**config.mk**
```make
export PLATFORM = sky130hd
export DESIGN_NAME = flash_self_program_control
export DESIGN_NICKNAME = d
export VERILOG_FILES = /design/src/rtl/flash_prog_pkg.sv /design/src/rtl/flash_self_program_control.sv /design/src/rtl/rc_timebase.sv
export SDC_FILE = /design/constraint.sdc
export NUM_CORES = 1
export LEC_CHECK = 0
export BUFFER_PORTS_ARGS = -buffer_cell sky130_fd_sc_hd__buf_2
export CELL_PAD_IN_SITES_DETAIL_PLACEMENT = 0
export CELL_PAD_IN_SITES_GLOBAL_PLACEMENT = 1
export CORE_MARGIN = 3
export CORE_UTILIZATION = 38
export CTS_CLUSTER_SIZE = 16
export DETAILED_ROUTE_END_ITERATION = 16
export GPL_TIMING_DRIVEN = 0
export MAX_ROUTING_LAYER = met4
export PLACE_DENSITY_LB_ADDON = 0.1
export SLEW_MARGIN = 20
export SYNTH_ARGS = -nofsm -noshare
export SYNTH_HDL_FRONTEND = slang
export SYNTH_SLANG_ARGS = --single-unit
```
**constraint.sdc**
```tcl
create_clock -name CLK_SYS -period 3.4 [get_ports CLK_SYS]
set_input_delay 0.51 -clock CLK_SYS [delete_from_list [all_inputs] [get_ports CLK_SYS]]
set_output_delay 0.51 -clock CLK_SYS [all_outputs]
set_load 0.005 [all_outputs]
```
**src/rtl/flash_prog_pkg.sv**
```systemverilog
// package for the flash self-program controller
// assumes one 100 MHz system clock and a separate slow rc timebase input
package flash_prog_pkg;

	// ==========================================================
	// clock and timing
	localparam int unsigned CLK_HZ = 100_000_000;
	localparam int unsigned PROG_MIN_US = 3700;
	localparam int unsigned PROG_MAX_US = 4500;
	// rc tick period in ns (one tick per us from the rc divider)
	localparam int unsigned RC_TICK_NS = 1000;
	localparam int unsigned PROG_TICKS = (PROG_MIN_US * 1000 + RC_TICK_NS - 1) / RC_TICK_NS;
	localparam int unsigned ARM_CYCLES = 4;

	// ==========================================================
	// register map, apb byte addresses
	localparam logic [7:0] CTRL_ADDR = 8'h00;
	localparam logic [7:0] ZPTR_ADDR = 8'h04;
	localparam logic [7:0] DATA_ADDR = 8'h08;
	localparam logic [7:0] CFG_ADDR = 8'h0C;
	localparam logic [7:0] STAT_ADDR = 8'h10;

	// control register bit positions
	localparam int unsigned SPE_BIT = 0;
	localparam int unsigned ERS_BIT = 1;
	localparam int unsigned WRT_BIT = 2;
	localparam int unsigned LCK_BIT = 3;
	localparam int unsigned RRE_BIT = 4;
	localparam int unsigned BSY_BIT = 6;
	localparam logic [7:0] CTRL_RESET = 8'h00;

	// low five bit command codes
	localparam logic [4:0] CMD_FILL = 5'h01;
	localparam logic [4:0] CMD_ERASE = 5'h03;
	localparam logic [4:0] CMD_WRITE = 5'h05;
	localparam logic [4:0] CMD_LOCK = 5'h09;
	localparam logic [4:0] CMD_RRE = 5'h11;

	// ==========================================================
	// flash geometry
	localparam int unsigned PC_W = 14;
	localparam int unsigned WORD_W = 6;
	localparam int unsigned PAGE_W = 8;
	localparam logic [13:0] NO_READ_WHILE_WRITE_AREA_START = 14'h3800;

	// sequencer states, gray coded along idle-armed-busy-done
	typedef enum logic [1:0] {
		ST_IDLE = 2'b00,
		ST_ARMED = 2'b01,
		ST_BUSY = 2'b11,
		ST_DONE = 2'b10
	} seq_state_t;

	// boot start from the two fuse bits
	function automatic logic [13:0] boot_start(input logic [1:0] fuse);
		case (fuse)
			2'b11: boot_start = 14'h3F00;
			2'b10: boot_start = 14'h3E00;
			2'b01: boot_start = 14'h3C00;
			default: boot_start = 14'h3800;
		endcase
	endfunction

	// true when a word address lies in the read-while-write area
	function automatic logic in_rww(input logic [13:0] addr);
		in_rww = (addr < NO_READ_WHILE_WRITE_AREA_START);
	endfunction

endpackage

```
**src/rtl/flash_self_program_control.sv**
```systemverilog
// flash self-program controller: control register, z pointer decode,
// page buffer fill, timed erase/write, section busy and core halt
// assumes a core that issues store-program as a one-cycle strobe
module flash_self_program_control
	import flash_prog_pkg::*;
#(
	parameter int unsigned RC_DIV = 100,
	parameter int unsigned PROG_COUNT = PROG_TICKS
) (
	// clock and reset
	input wire logic CLK_SYS,
	input wire logic RST,
	// apb slave
	input wire logic PSEL,
	input wire logic PENABLE,
	input wire logic PWRITE,
	input wire logic [7:0] PADDR,
	input wire logic [31:0] PWDATA,
	output logic [31:0] PRDATA,
	output logic PREADY,
	output logic PSLVERR,
	// core side
	input wire logic STORE_STROBE,
	input wire logic [13:0] FETCH_ADDR,
	input wire logic RC_EDGE,
	// flash array side
	output logic FLASH_ERASE,
	output logic FLASH_WRITE,
	output logic LOCK_WRITE,
	output logic [7:0] FLASH_PAGE,
	output logic [7:0] LOCK_DATA,
	output logic [15:0] BUF_DATA,
	output logic [5:0] BUF_WORD,
	output logic BUF_WE,
	output logic FETCH_BLOCKED,
	output logic CORE_HALT
);
	typedef struct packed {
		seq_state_t st;
		logic [4:0] cmd;
		logic [2:0] arm;
		logic busy;
		logic [15:0] zptr;
		logic [15:0] data;
		logic [1:0] fuse;
		logic [15:0] prog;
		logic erase, write, lock, halt, blocked, we;
		logic [7:0] page;
		logic [5:0] word;
		logic [31:0] rdata;
		logic ready;
		logic deny;
	} ctl_t;
	ctl_t r, next_r;
	logic tick;

	// ==========================================================
	// rc timebase
	rc_timebase #(.DIV(RC_DIV)) u_tb (
		.clk(CLK_SYS),
		.rst(RST),
		.rc_edge(RC_EDGE),
		.tick(tick)
	);

	// ==========================================================
	// sequencer and registers
	always_comb begin
		logic wr_acc;
		logic rd_acc;
		logic [13:0] paddr14;
		wr_acc = PSEL && PENABLE && PWRITE && !r.ready;
		rd_acc = PSEL && PENABLE && !PWRITE && !r.ready;
		next_r = r;
		paddr14 = {r.zptr[14:7], 6'h00};
		next_r.ready = PSEL && PENABLE && !r.ready;
		next_r.erase = 1'b0;
		next_r.write = 1'b0;
		next_r.lock = 1'b0;
		next_r.we = 1'b0;
		// register writes; a new command only while idle
		if (wr_acc) begin
			case (PADDR)
				CTRL_ADDR: begin
					if (r.st == ST_IDLE && PWDATA[SPE_BIT]) begin
						case (PWDATA[4:0])
							CMD_FILL, CMD_ERASE, CMD_WRITE, CMD_LOCK, CMD_RRE: begin
								next_r.cmd = PWDATA[4:0];
								next_r.arm = 3'(ARM_CYCLES);
								next_r.st = ST_ARMED;
							end
							default: next_r.cmd = r.cmd;
						endcase
					end
				end
				ZPTR_ADDR: next_r.zptr = {1'b0, PWDATA[14:0]};
				DATA_ADDR: next_r.data = PWDATA[15:0];
				CFG_ADDR: next_r.fuse = PWDATA[1:0];
				default: next_r.zptr = r.zptr;
			endcase
		end
		case (r.st)
			// keep a code written this cycle, or the window opens with no command
			ST_IDLE: next_r.cmd = (next_r.st == ST_ARMED) ? next_r.cmd : 5'h00;
			ST_ARMED: begin
				if (STORE_STROBE) begin
					// page latched for every command, only erase and write use it
					next_r.page = r.zptr[14:7];
					case (r.cmd)
						CMD_FILL: begin
							next_r.word = r.zptr[6:1];
							next_r.we = 1'b1;
							// a buffer load frees the area again
							next_r.busy = 1'b0;
							next_r.blocked = 1'b0;
							next_r.st = ST_IDLE;
						end
						CMD_RRE: begin
							// re-enable only reaches here once idle, never mid-operation
							next_r.busy = 1'b0;
							next_r.blocked = 1'b0;
							next_r.st = ST_IDLE;
						end
						default: begin
							next_r.erase = (r.cmd == CMD_ERASE);
							next_r.write = (r.cmd == CMD_WRITE);
							next_r.lock = (r.cmd == CMD_LOCK);
							next_r.prog = 16'(PROG_COUNT);
							if (r.cmd != CMD_LOCK) begin
								if (in_rww(paddr14)) begin
									next_r.busy = 1'b1;
									next_r.blocked = 1'b1;
								end else begin
									next_r.halt = 1'b1;
								end
							end
							next_r.st = ST_BUSY;
						end
					endcase
				end else if (r.arm <= 3'd1) begin
					next_r.st = ST_IDLE; // window lapsed
				end else begin
					next_r.arm = r.arm - 3'd1;
				end
			end
			ST_BUSY: begin
				// rc timed, core clock only counts ticks
				if (tick) begin
					if (r.prog <= 16'h0001) begin
						next_r.st = ST_DONE;
					end else begin
						next_r.prog = r.prog - 16'h0001;
					end
				end
			end
			ST_DONE: begin
				// core runs again; the area stays blocked until re-enable or load
				next_r.halt = 1'b0;
				next_r.st = ST_IDLE;
			end
			default: next_r.st = ST_IDLE;
		endcase
		// read mux, control shows busy and the command while not idle, status the boot start
		if (rd_acc) begin
			case (PADDR)
				CTRL_ADDR: next_r.rdata = {24'h0000_00, 1'b0, r.busy, 1'b0,
					(r.st == ST_IDLE) ? 5'h00 : r.cmd};
				ZPTR_ADDR: next_r.rdata = {16'h0000, r.zptr};
				DATA_ADDR: next_r.rdata = {16'h0000, r.data};
				CFG_ADDR: next_r.rdata = {30'h0000_0000, r.fuse};
				STAT_ADDR: next_r.rdata = {16'h0000, 2'b00, boot_start(r.fuse)};
				default: next_r.rdata = 32'h0000_0000;
			endcase
		end
		// fetch gate is registered, so it trails the fetch address by one cycle
		next_r.deny = next_r.blocked && in_rww(FETCH_ADDR);
	end

	// limitation: with no separate power-on reset, reset also clears a running
	// operation; the array has to finish a started erase or write itself
	always_ff @(posedge CLK_SYS or posedge RST) begin
		if (RST) begin
			r <= '0;
		end else begin
			r <= next_r;
		end
	end

	// ==========================================================
	// outputs, all from flip-flops except PSLVERR, tied low
	assign PRDATA = r.rdata;
	assign PREADY = r.ready;
	assign PSLVERR = 1'b0;
	assign FLASH_ERASE = r.erase;
	assign FLASH_WRITE = r.write;
	assign LOCK_WRITE = r.lock;
	assign FLASH_PAGE = r.page;
	assign LOCK_DATA = r.data[7:0];
	assign BUF_DATA = r.data;
	assign BUF_WORD = r.word;
	assign BUF_WE = r.we;
	assign FETCH_BLOCKED = r.deny;
	assign CORE_HALT = r.halt;
endmodule

```
**src/rtl/rc_timebase.sv**
```systemverilog
// rc timebase divider: one-cycle tick per rc microsecond
// assumes the calibrated rc oscillator is brought in as a synchronous enable
module rc_timebase
	import flash_prog_pkg::*;
#(
	parameter int unsigned DIV = 100
) (
	// clock and reset
	input wire logic clk,
	input wire logic rst,
	// calibrated rc oscillator edge
	input wire logic rc_edge,
	// tick out
	output logic tick
);
	typedef struct packed {
		logic [15:0] cnt;
		logic tick;
	} tb_t;
	tb_t r, next_r;

	// count rc edges, emit tick on wrap
	always_comb begin
		next_r = r;
		next_r.tick = 1'b0;
		if (rc_edge) begin
			if (r.cnt >= 16'(DIV - 1)) begin
				next_r.cnt = 16'h0000;
				next_r.tick = 1'b1;
			end else begin
				next_r.cnt = r.cnt + 16'h0001;
			end
		end
	end

	always_ff @(posedge clk or posedge rst) begin
		if (rst) begin
			r <= '0;
		end else begin
			r <= next_r;
		end
	end

	assign tick = r.tick;
endmodule
```
Word-level counts from Yosys, hierarchy flattened
Cells that the tools add are included.

word-level totals
  register bits = 131
  bits in latches = 0
  RAM bits = 0
  bits in read-only memories = 0
  input bits = 61
  output and inout bits = 78
  word-level logic and storage cells = 124
  memories kept = 0

operators by class
  add/sub/neg operators = 3
  $mul = 0
  divide/modulo/power cells = 0
  magnitude comparators = 5
  equal/unequal tests = 28
  shifts and indexed selects = 0
  multiplexer cells = 41
  bitwise gates (word level) = 0
  reductions and logical operators = 26

operators with widths
  operator                                                             count
  one-hot mux 16 bit (5 select lines)                                  1
  2-to-1 mux 16 bit                                                    4
  2-to-1 mux 36 bit                                                    1
  one-hot mux 11 bit (3 select lines)                                  1
  one-hot mux 16 bit (2 select lines)                                  1
  2-to-1 mux 10 bit                                                    3
  < comparator 14 bit (second input constant)                          2
  2-to-1 mux 20 bit                                                    1
  2-to-1 mux 5 bit                                                     4
  adder 16 x 1 -> 16 bit (second input constant)                       1
  == test 8 x 4 -> 1 bit (second input constant)                       2
  greater-or-equal comparator 16 x 7 -> 1 bit (second input constant)  1
  less-or-equal comparator 16 x 1 -> 1 bit (second input constant)     1
  subtractor 16 x 1 -> 16 bit (second input constant)                  1
  2-to-1 mux 2 bit                                                     7
  2-to-1 mux 3 bit                                                     4
  == test 5 x 1 -> 1 bit (second input constant)                       2
  == test 5 x 2 -> 1 bit (second input constant)                       2
  == test 5 x 3 -> 1 bit (second input constant)                       2
  == test 5 x 4 -> 1 bit (second input constant)                       2
  == test 5 bit (second input constant)                                2
  2-to-1 mux 1 bit                                                     10
  inequality test 2 bit (second input constant)                        5
  AND reduction 5 bit                                                  2
  22 further kinds                                                     41

Longest topological paths before layout
  depth in word-level cells = 9
  gate-level depth with buffers = 7
  mapped depth without buffers = 7

By module
Synthesis repeated with hierarchy kept, for this count alone.

second synthesis, totals
  cell total of the unflattened synthesis = 563
  area total of the unflattened synthesis = 5,965.7 um2

by module, submodules not included
  module                      times used  cells an instance  area each (um2)  sequential area each (um2)
  flash_self_program_control  1           480                5,056.1          2,452.4
  rc_timebase                 1           83                 909.6            425.4

Least setup slack after synthesis
No wires, ideal clock.

  path kind = in2reg
  start point = input PADDR[0]
  end point = register r (netlist bit BUF_DATA[10])
  library setup time = 0.125 ns
  data arrival time = 1.948 ns
  required time = 3.275 ns
  path slack = 1.327 ns
  stages = 5
  path buffers = 1
  path through = or4_4 -> nor4_4 -> nand2_2 -> buf_6 -> mux2_2

between the ends
  word-level cells in the longest chain between the ends = 2

ends and longest elaborated chain
  what                                  RTL line                           text
  from (decl)                           flash_self_program_control.sv:17   input wire logic [7:0] PADDR,
  == test 8 x 4 -> 1 bit                flash_self_program_control.sv:83   case (PADDR)
  AND reduction 2 bit (no source line)  -
  to (signal assigned)                  flash_self_program_control.sv:185  r <= next_r;
  to (decl)                             flash_self_program_control.sv:54   ctl_t r, next_r;

Every way passes these cells.
A chain may end at the register's enable or synchronous reset.

Worst setup path in the final report
  start point = register r[111] (netlist name)
  end point = register r[60] (netlist name)

between the ends
  word-level cells in the longest chain between the ends = 4
  elaborated cells between the ends (all ways) = 5
  those cells by class = eq/ne (3); reduce/logical (2)

ends and longest elaborated chain
  what                                                            RTL line                           text
  == test 5 bit / == test 5 x 1 -> 1 bit (equally long branches)  flash_self_program_control.sv:109  case (r.cmd)
  OR reduction 2 bit (no source line) (*)                         -
  inequality test 2 bit (no source line) (*)                      -
  AND reduction 5 bit (no source line) (*)                        -

Every way passes the cells marked *; elsewhere a longest branch is shown, timed or not.

==> summary by stage <==
Placement
Buffers placed on the I/O ports in this run total 92. The placer congestion estimate is between 0.8 and 0.9. The detailed-placement wirelength estimate is around 10 mm.

Global route
The number of antenna violations at the first check in global routing was 0. Summed over all layers, the global routing overflow is 0. Entering global routing, the biggest net connects 34 pins. Global routing consumed, over all layers together, between 10% and 20% of the routing resources. The number of global-route vias before repair came to between 4000 and 5000. The first global-routing pass estimated around 23 mm of wire.

Synth
After synthesis, the cell types taking the most area are sky130_fd_sc_hd__dfrtp_1 (49%), sky130_fd_sc_hd__mux2_2 (9.4%), sky130_fd_sc_hd__buf_4 (9.0%), sky130_fd_sc_hd__o21ai_0 (3.1%), sky130_fd_sc_hd__nand2_1 (3.1%). For this run, the leading register cell type out of synthesis is sky130_fd_sc_hd__dfrtp_1. The number of synthesis warnings is 0.

By count the netlist is led by sky130_fd_sc_hd__dfrtp_1 (115), sky130_fd_sc_hd__buf_4 (71), sky130_fd_sc_hd__mux2_2 (49). Synthesis produced a netlist whose cell count is roughly 570. The number of distinct standard cells referenced by the synthesized netlist is 65. After synthesis, the largest area contributor takes up 48.77% of total cell area. The average instance in the mapped netlist occupies 10.41 sq um. The count of flip-flops with a built-in enable after synthesis is 0. The most common cell in the netlist is sky130_fd_sc_hd__dfrtp_1. The share of synthesized flip-flops with an asynchronous set or reset is 100.0%.

The biggest area consumer among synthesized cells is sky130_fd_sc_hd__dfrtp_1. The cell area after synthesis is 5901 sq um. Sequential cells were found to cover about half of the synthesized design area.

The flip-flop and latch count after synthesis is roughly 120.

Clocking
The clock-pin slew reported for the worst setup and hold paths after clock tree synthesis is approximately 0.050 ns. The number of buffers created by CTS is 17. The number of hold buffers added after CTS was 0. The count of clock tree sinks is between 100 and 150. The cell sitting at the root of the clock tree is a sky130_fd_sc_hd__clkbuf_16. The largest buffer count on any clock path is 2. The clock reaches the later pin of the worst-skew pair after a little over 0.4 ns. The number of cells upsized or downsized after cts is 0. TritonCTS built the clock tree. The H-tree was split into 4 levels.

The post-CTS setup buffer count is 0.

Critical path
The worst setup path is launched from a flop. The critical path data required time is 3.69 ns. The kind of capture point of the worst setup path is a flop. The arrival time of the worst setup path is approximately 2.5 ns. Of all nets on the critical path, the largest fanout is 9. The start-to-end type of the worst setup path is reg -> reg.

Floorplanning
For this configuration, the core starts out at a cell density of 39.70%. The die outline height is ~130 microns. From left edge to right edge, the die measures ~130 microns. The floorplan die area is roughly 17000 sq um. The core area is ~15000 sq um.

The number of standard-cell rows in the floorplan is 44. about 140 I/O pins were placed.

Final layout
At the end of the flow the core is filled with cells to between 40% and 50%. The share of layout cells above drive strength 1 is 37.32%. The antenna cell count is 0. After the last flow step, the layout net total stands at between 700 and 800. The area growth from synthesis to layout is 24.39%.

Run status
The flow ran to the end, and the final reports show no timing, DRC or antenna violations.

Timing
The actual transition at the worst max-transition pin is 0.7021 ns. The number of slew-limit violations in the final report was 0. Summed over all failing endpoints, the final setup total negative slack is 0 ns. The worst hold slack is about 0.18 ns. Dividing the final minimum period by the clock period gives approximately two thirds.

The clock skew after layout is roughly 0.0068 ns. The worst pin sits at a relative slew slack of about 53%. Setup repair after global routing left no endpoint under its margin. Timing would allow up to 444.2 MHz. Setup violations remaining at the end of the flow were counted as 0. The hold violation total from the final report is 0. Counting I/O delays and the setup requirement, the final critical path takes 2.251 ns.

Routing
The number of nets still failing antenna checks after routing is 0. In the final routed layout, each cell accounts on average for roughly 15 microns. After detailed routing, the number of vias per cell comes to about 5.1.

The total via count in the routed design is between 4000 and 5000. The DRC violation count after routing is 0. The first detailed-routing pass ran for 4 iterations. The post-detailed-routing wire length is between 10 and 15 mm. The number of violations reported at the end of detailed-routing iteration 0 is 314.

Min path
The path class of the tightest hold or removal check is in -> async.

Power
The cell leakage power is about 3.8 nW. VDD sags by at most about 340 uV. The completed layout was analyzed and its total power is about 3.5 mW. Power spread over the standard cell area amounts to just under 500 nW/um^2.

Flow run
The max-capacitance violation count is 0.
[sequential cells by signal (all words and copies together), names as in the netlist, 6 cells and up]
name and flops:
BUF_DATA 16, PRDATA 16, FLASH_PAGE 8, r 45
BUF_WORD 6, u_tb.r 16
[per-stage QoR]
| stage | setup slack (ns) | instance area, sq um | cells |
|---|---|---|---|
| after floorplan | 1.327 | 5964 | 583 |
| after global placement | 0.6918 | 6655 | 859 |
| after detailed placement | 0.9297 | 6715 | 862 |
| after CTS | 1.114 | 7340 | 894 |
| after global routing | 0.9201 | 7340 | 894 |
| final | 1.149 | 7340 | 894 |
[where the power goes]
group          internal (mW)  switching [mW]  leakage (nW)
registers               1.41          0.0420          1.54
logic                 0.0956           0.118          1.92
clock network           1.25           0.615         0.298
[layout make-up]
type,instances,area [sq um]
Fill cell,1433,7525
Sequential cell,115,2878
Multi-Input combinational cell,368,2425
Buffer,90,620.6
Timing Repair Buffer,95,520.5
Clock buffer,24,501.7
Tap cell,184,230.2
Clock inverter,8,122.6
Inverter,10,41.29
[final timing paths]
| path | cells past startpoint | endpoint | slack, ns | startpoint |
|---|---|---|---|---|
| worst min register to register | 2 | PRDATA[6] | 0.47 | PRDATA[6] |
| worst min-delay path | 2 | BUF_WORD[3] | 0.18 | RST |
| max in group asynchronous | 4 | r[98] | 2.41 | RST |
| worst max-delay path | 6 | r[60] | 1.15 | r[111] |
| worst max register to register | 6 | r[60] | 1.15 | r[111] |
| min in group CLK_SYS | 2 | BUF_DATA[15] | 0.33 | PWDATA[15] |
[layout by cell type (no fill, tap or decap), types with 4 or more instances in the layout]
cell and count:
sky130_fd_sc_hd__dfrtp_1 115, sky130_fd_sc_hd__buf_2 93, sky130_fd_sc_hd__buf_4 71, sky130_fd_sc_hd__mux2_2 49, sky130_fd_sc_hd__nand2_1 48, sky130_fd_sc_hd__nor2_1 40, sky130_fd_sc_hd__o21ai_0 36, sky130_fd_sc_hd__a21oi_1 26
sky130_fd_sc_hd__clkbuf_1 17, sky130_fd_sc_hd__nand3_1 17, sky130_fd_sc_hd__conb_1 17, sky130_fd_sc_hd__clkbuf_16 17, sky130_fd_sc_hd__nor2b_1 9, sky130_fd_sc_hd__nor3_1 9, sky130_fd_sc_hd__inv_1 9, sky130_fd_sc_hd__nor4_1 8
sky130_fd_sc_hd__and3_1 7, sky130_fd_sc_hd__nand3b_1 6, sky130_fd_sc_hd__a22o_1 5, sky130_fd_sc_hd__a31oi_1 5, sky130_fd_sc_hd__a32oi_1 5, sky130_fd_sc_hd__ha_1 5, sky130_fd_sc_hd__clkbuf_8 5, sky130_fd_sc_hd__and2_1 4
sky130_fd_sc_hd__or4_1 4, sky130_fd_sc_hd__nor3b_1 4, sky130_fd_sc_hd__o22ai_1 4, sky130_fd_sc_hd__clkinvlp_4 4
[per-layer routing]
layer  track usage, %  wire length [microns]  up-vias
li1                 -                      -     2205
met1            23.08                   6512     2156
met2            26.90                   6377      134
met3            3.740                    673       20
met4            7.078                    263        0
met5                -                      0        -
[logic make-up (layout without fill, tap and decap cells)]
| family | Yosys count | in the layout | share of synthesized area [%] |
|---|---|---|---|
| other | 1 | 17 | 0.06355 |
| multiplexers | 52 | 52 | 10.07 |
| flip-flops | 115 | 115 | 48.77 |
| XOR/XNOR | 6 | 6 | 0.8907 |
| AND/OR/NAND/NOR | 177 | 177 | 15.58 |
| buffers and inverters | 100 | 227 | 11.15 |
| adder cells (fa/ha/maj) | 6 | 6 | 1.230 |
| AO/OA/AOI/OAI | 110 | 110 | 12.24 |
[critical path: stages, from the launching register on]
cell                       delay, ns
sky130_fd_sc_hd__dfrtp_1        0.35
sky130_fd_sc_hd__clkbuf_1       0.19
sky130_fd_sc_hd__nor4b_2        0.48
sky130_fd_sc_hd__nor2_1         0.21
sky130_fd_sc_hd__a21oi_1        0.49
sky130_fd_sc_hd__a211oi_1       0.10
sky130_fd_sc_hd__a211o_1        0.30
No activity file was read; power rests on OpenSTA's default activity.
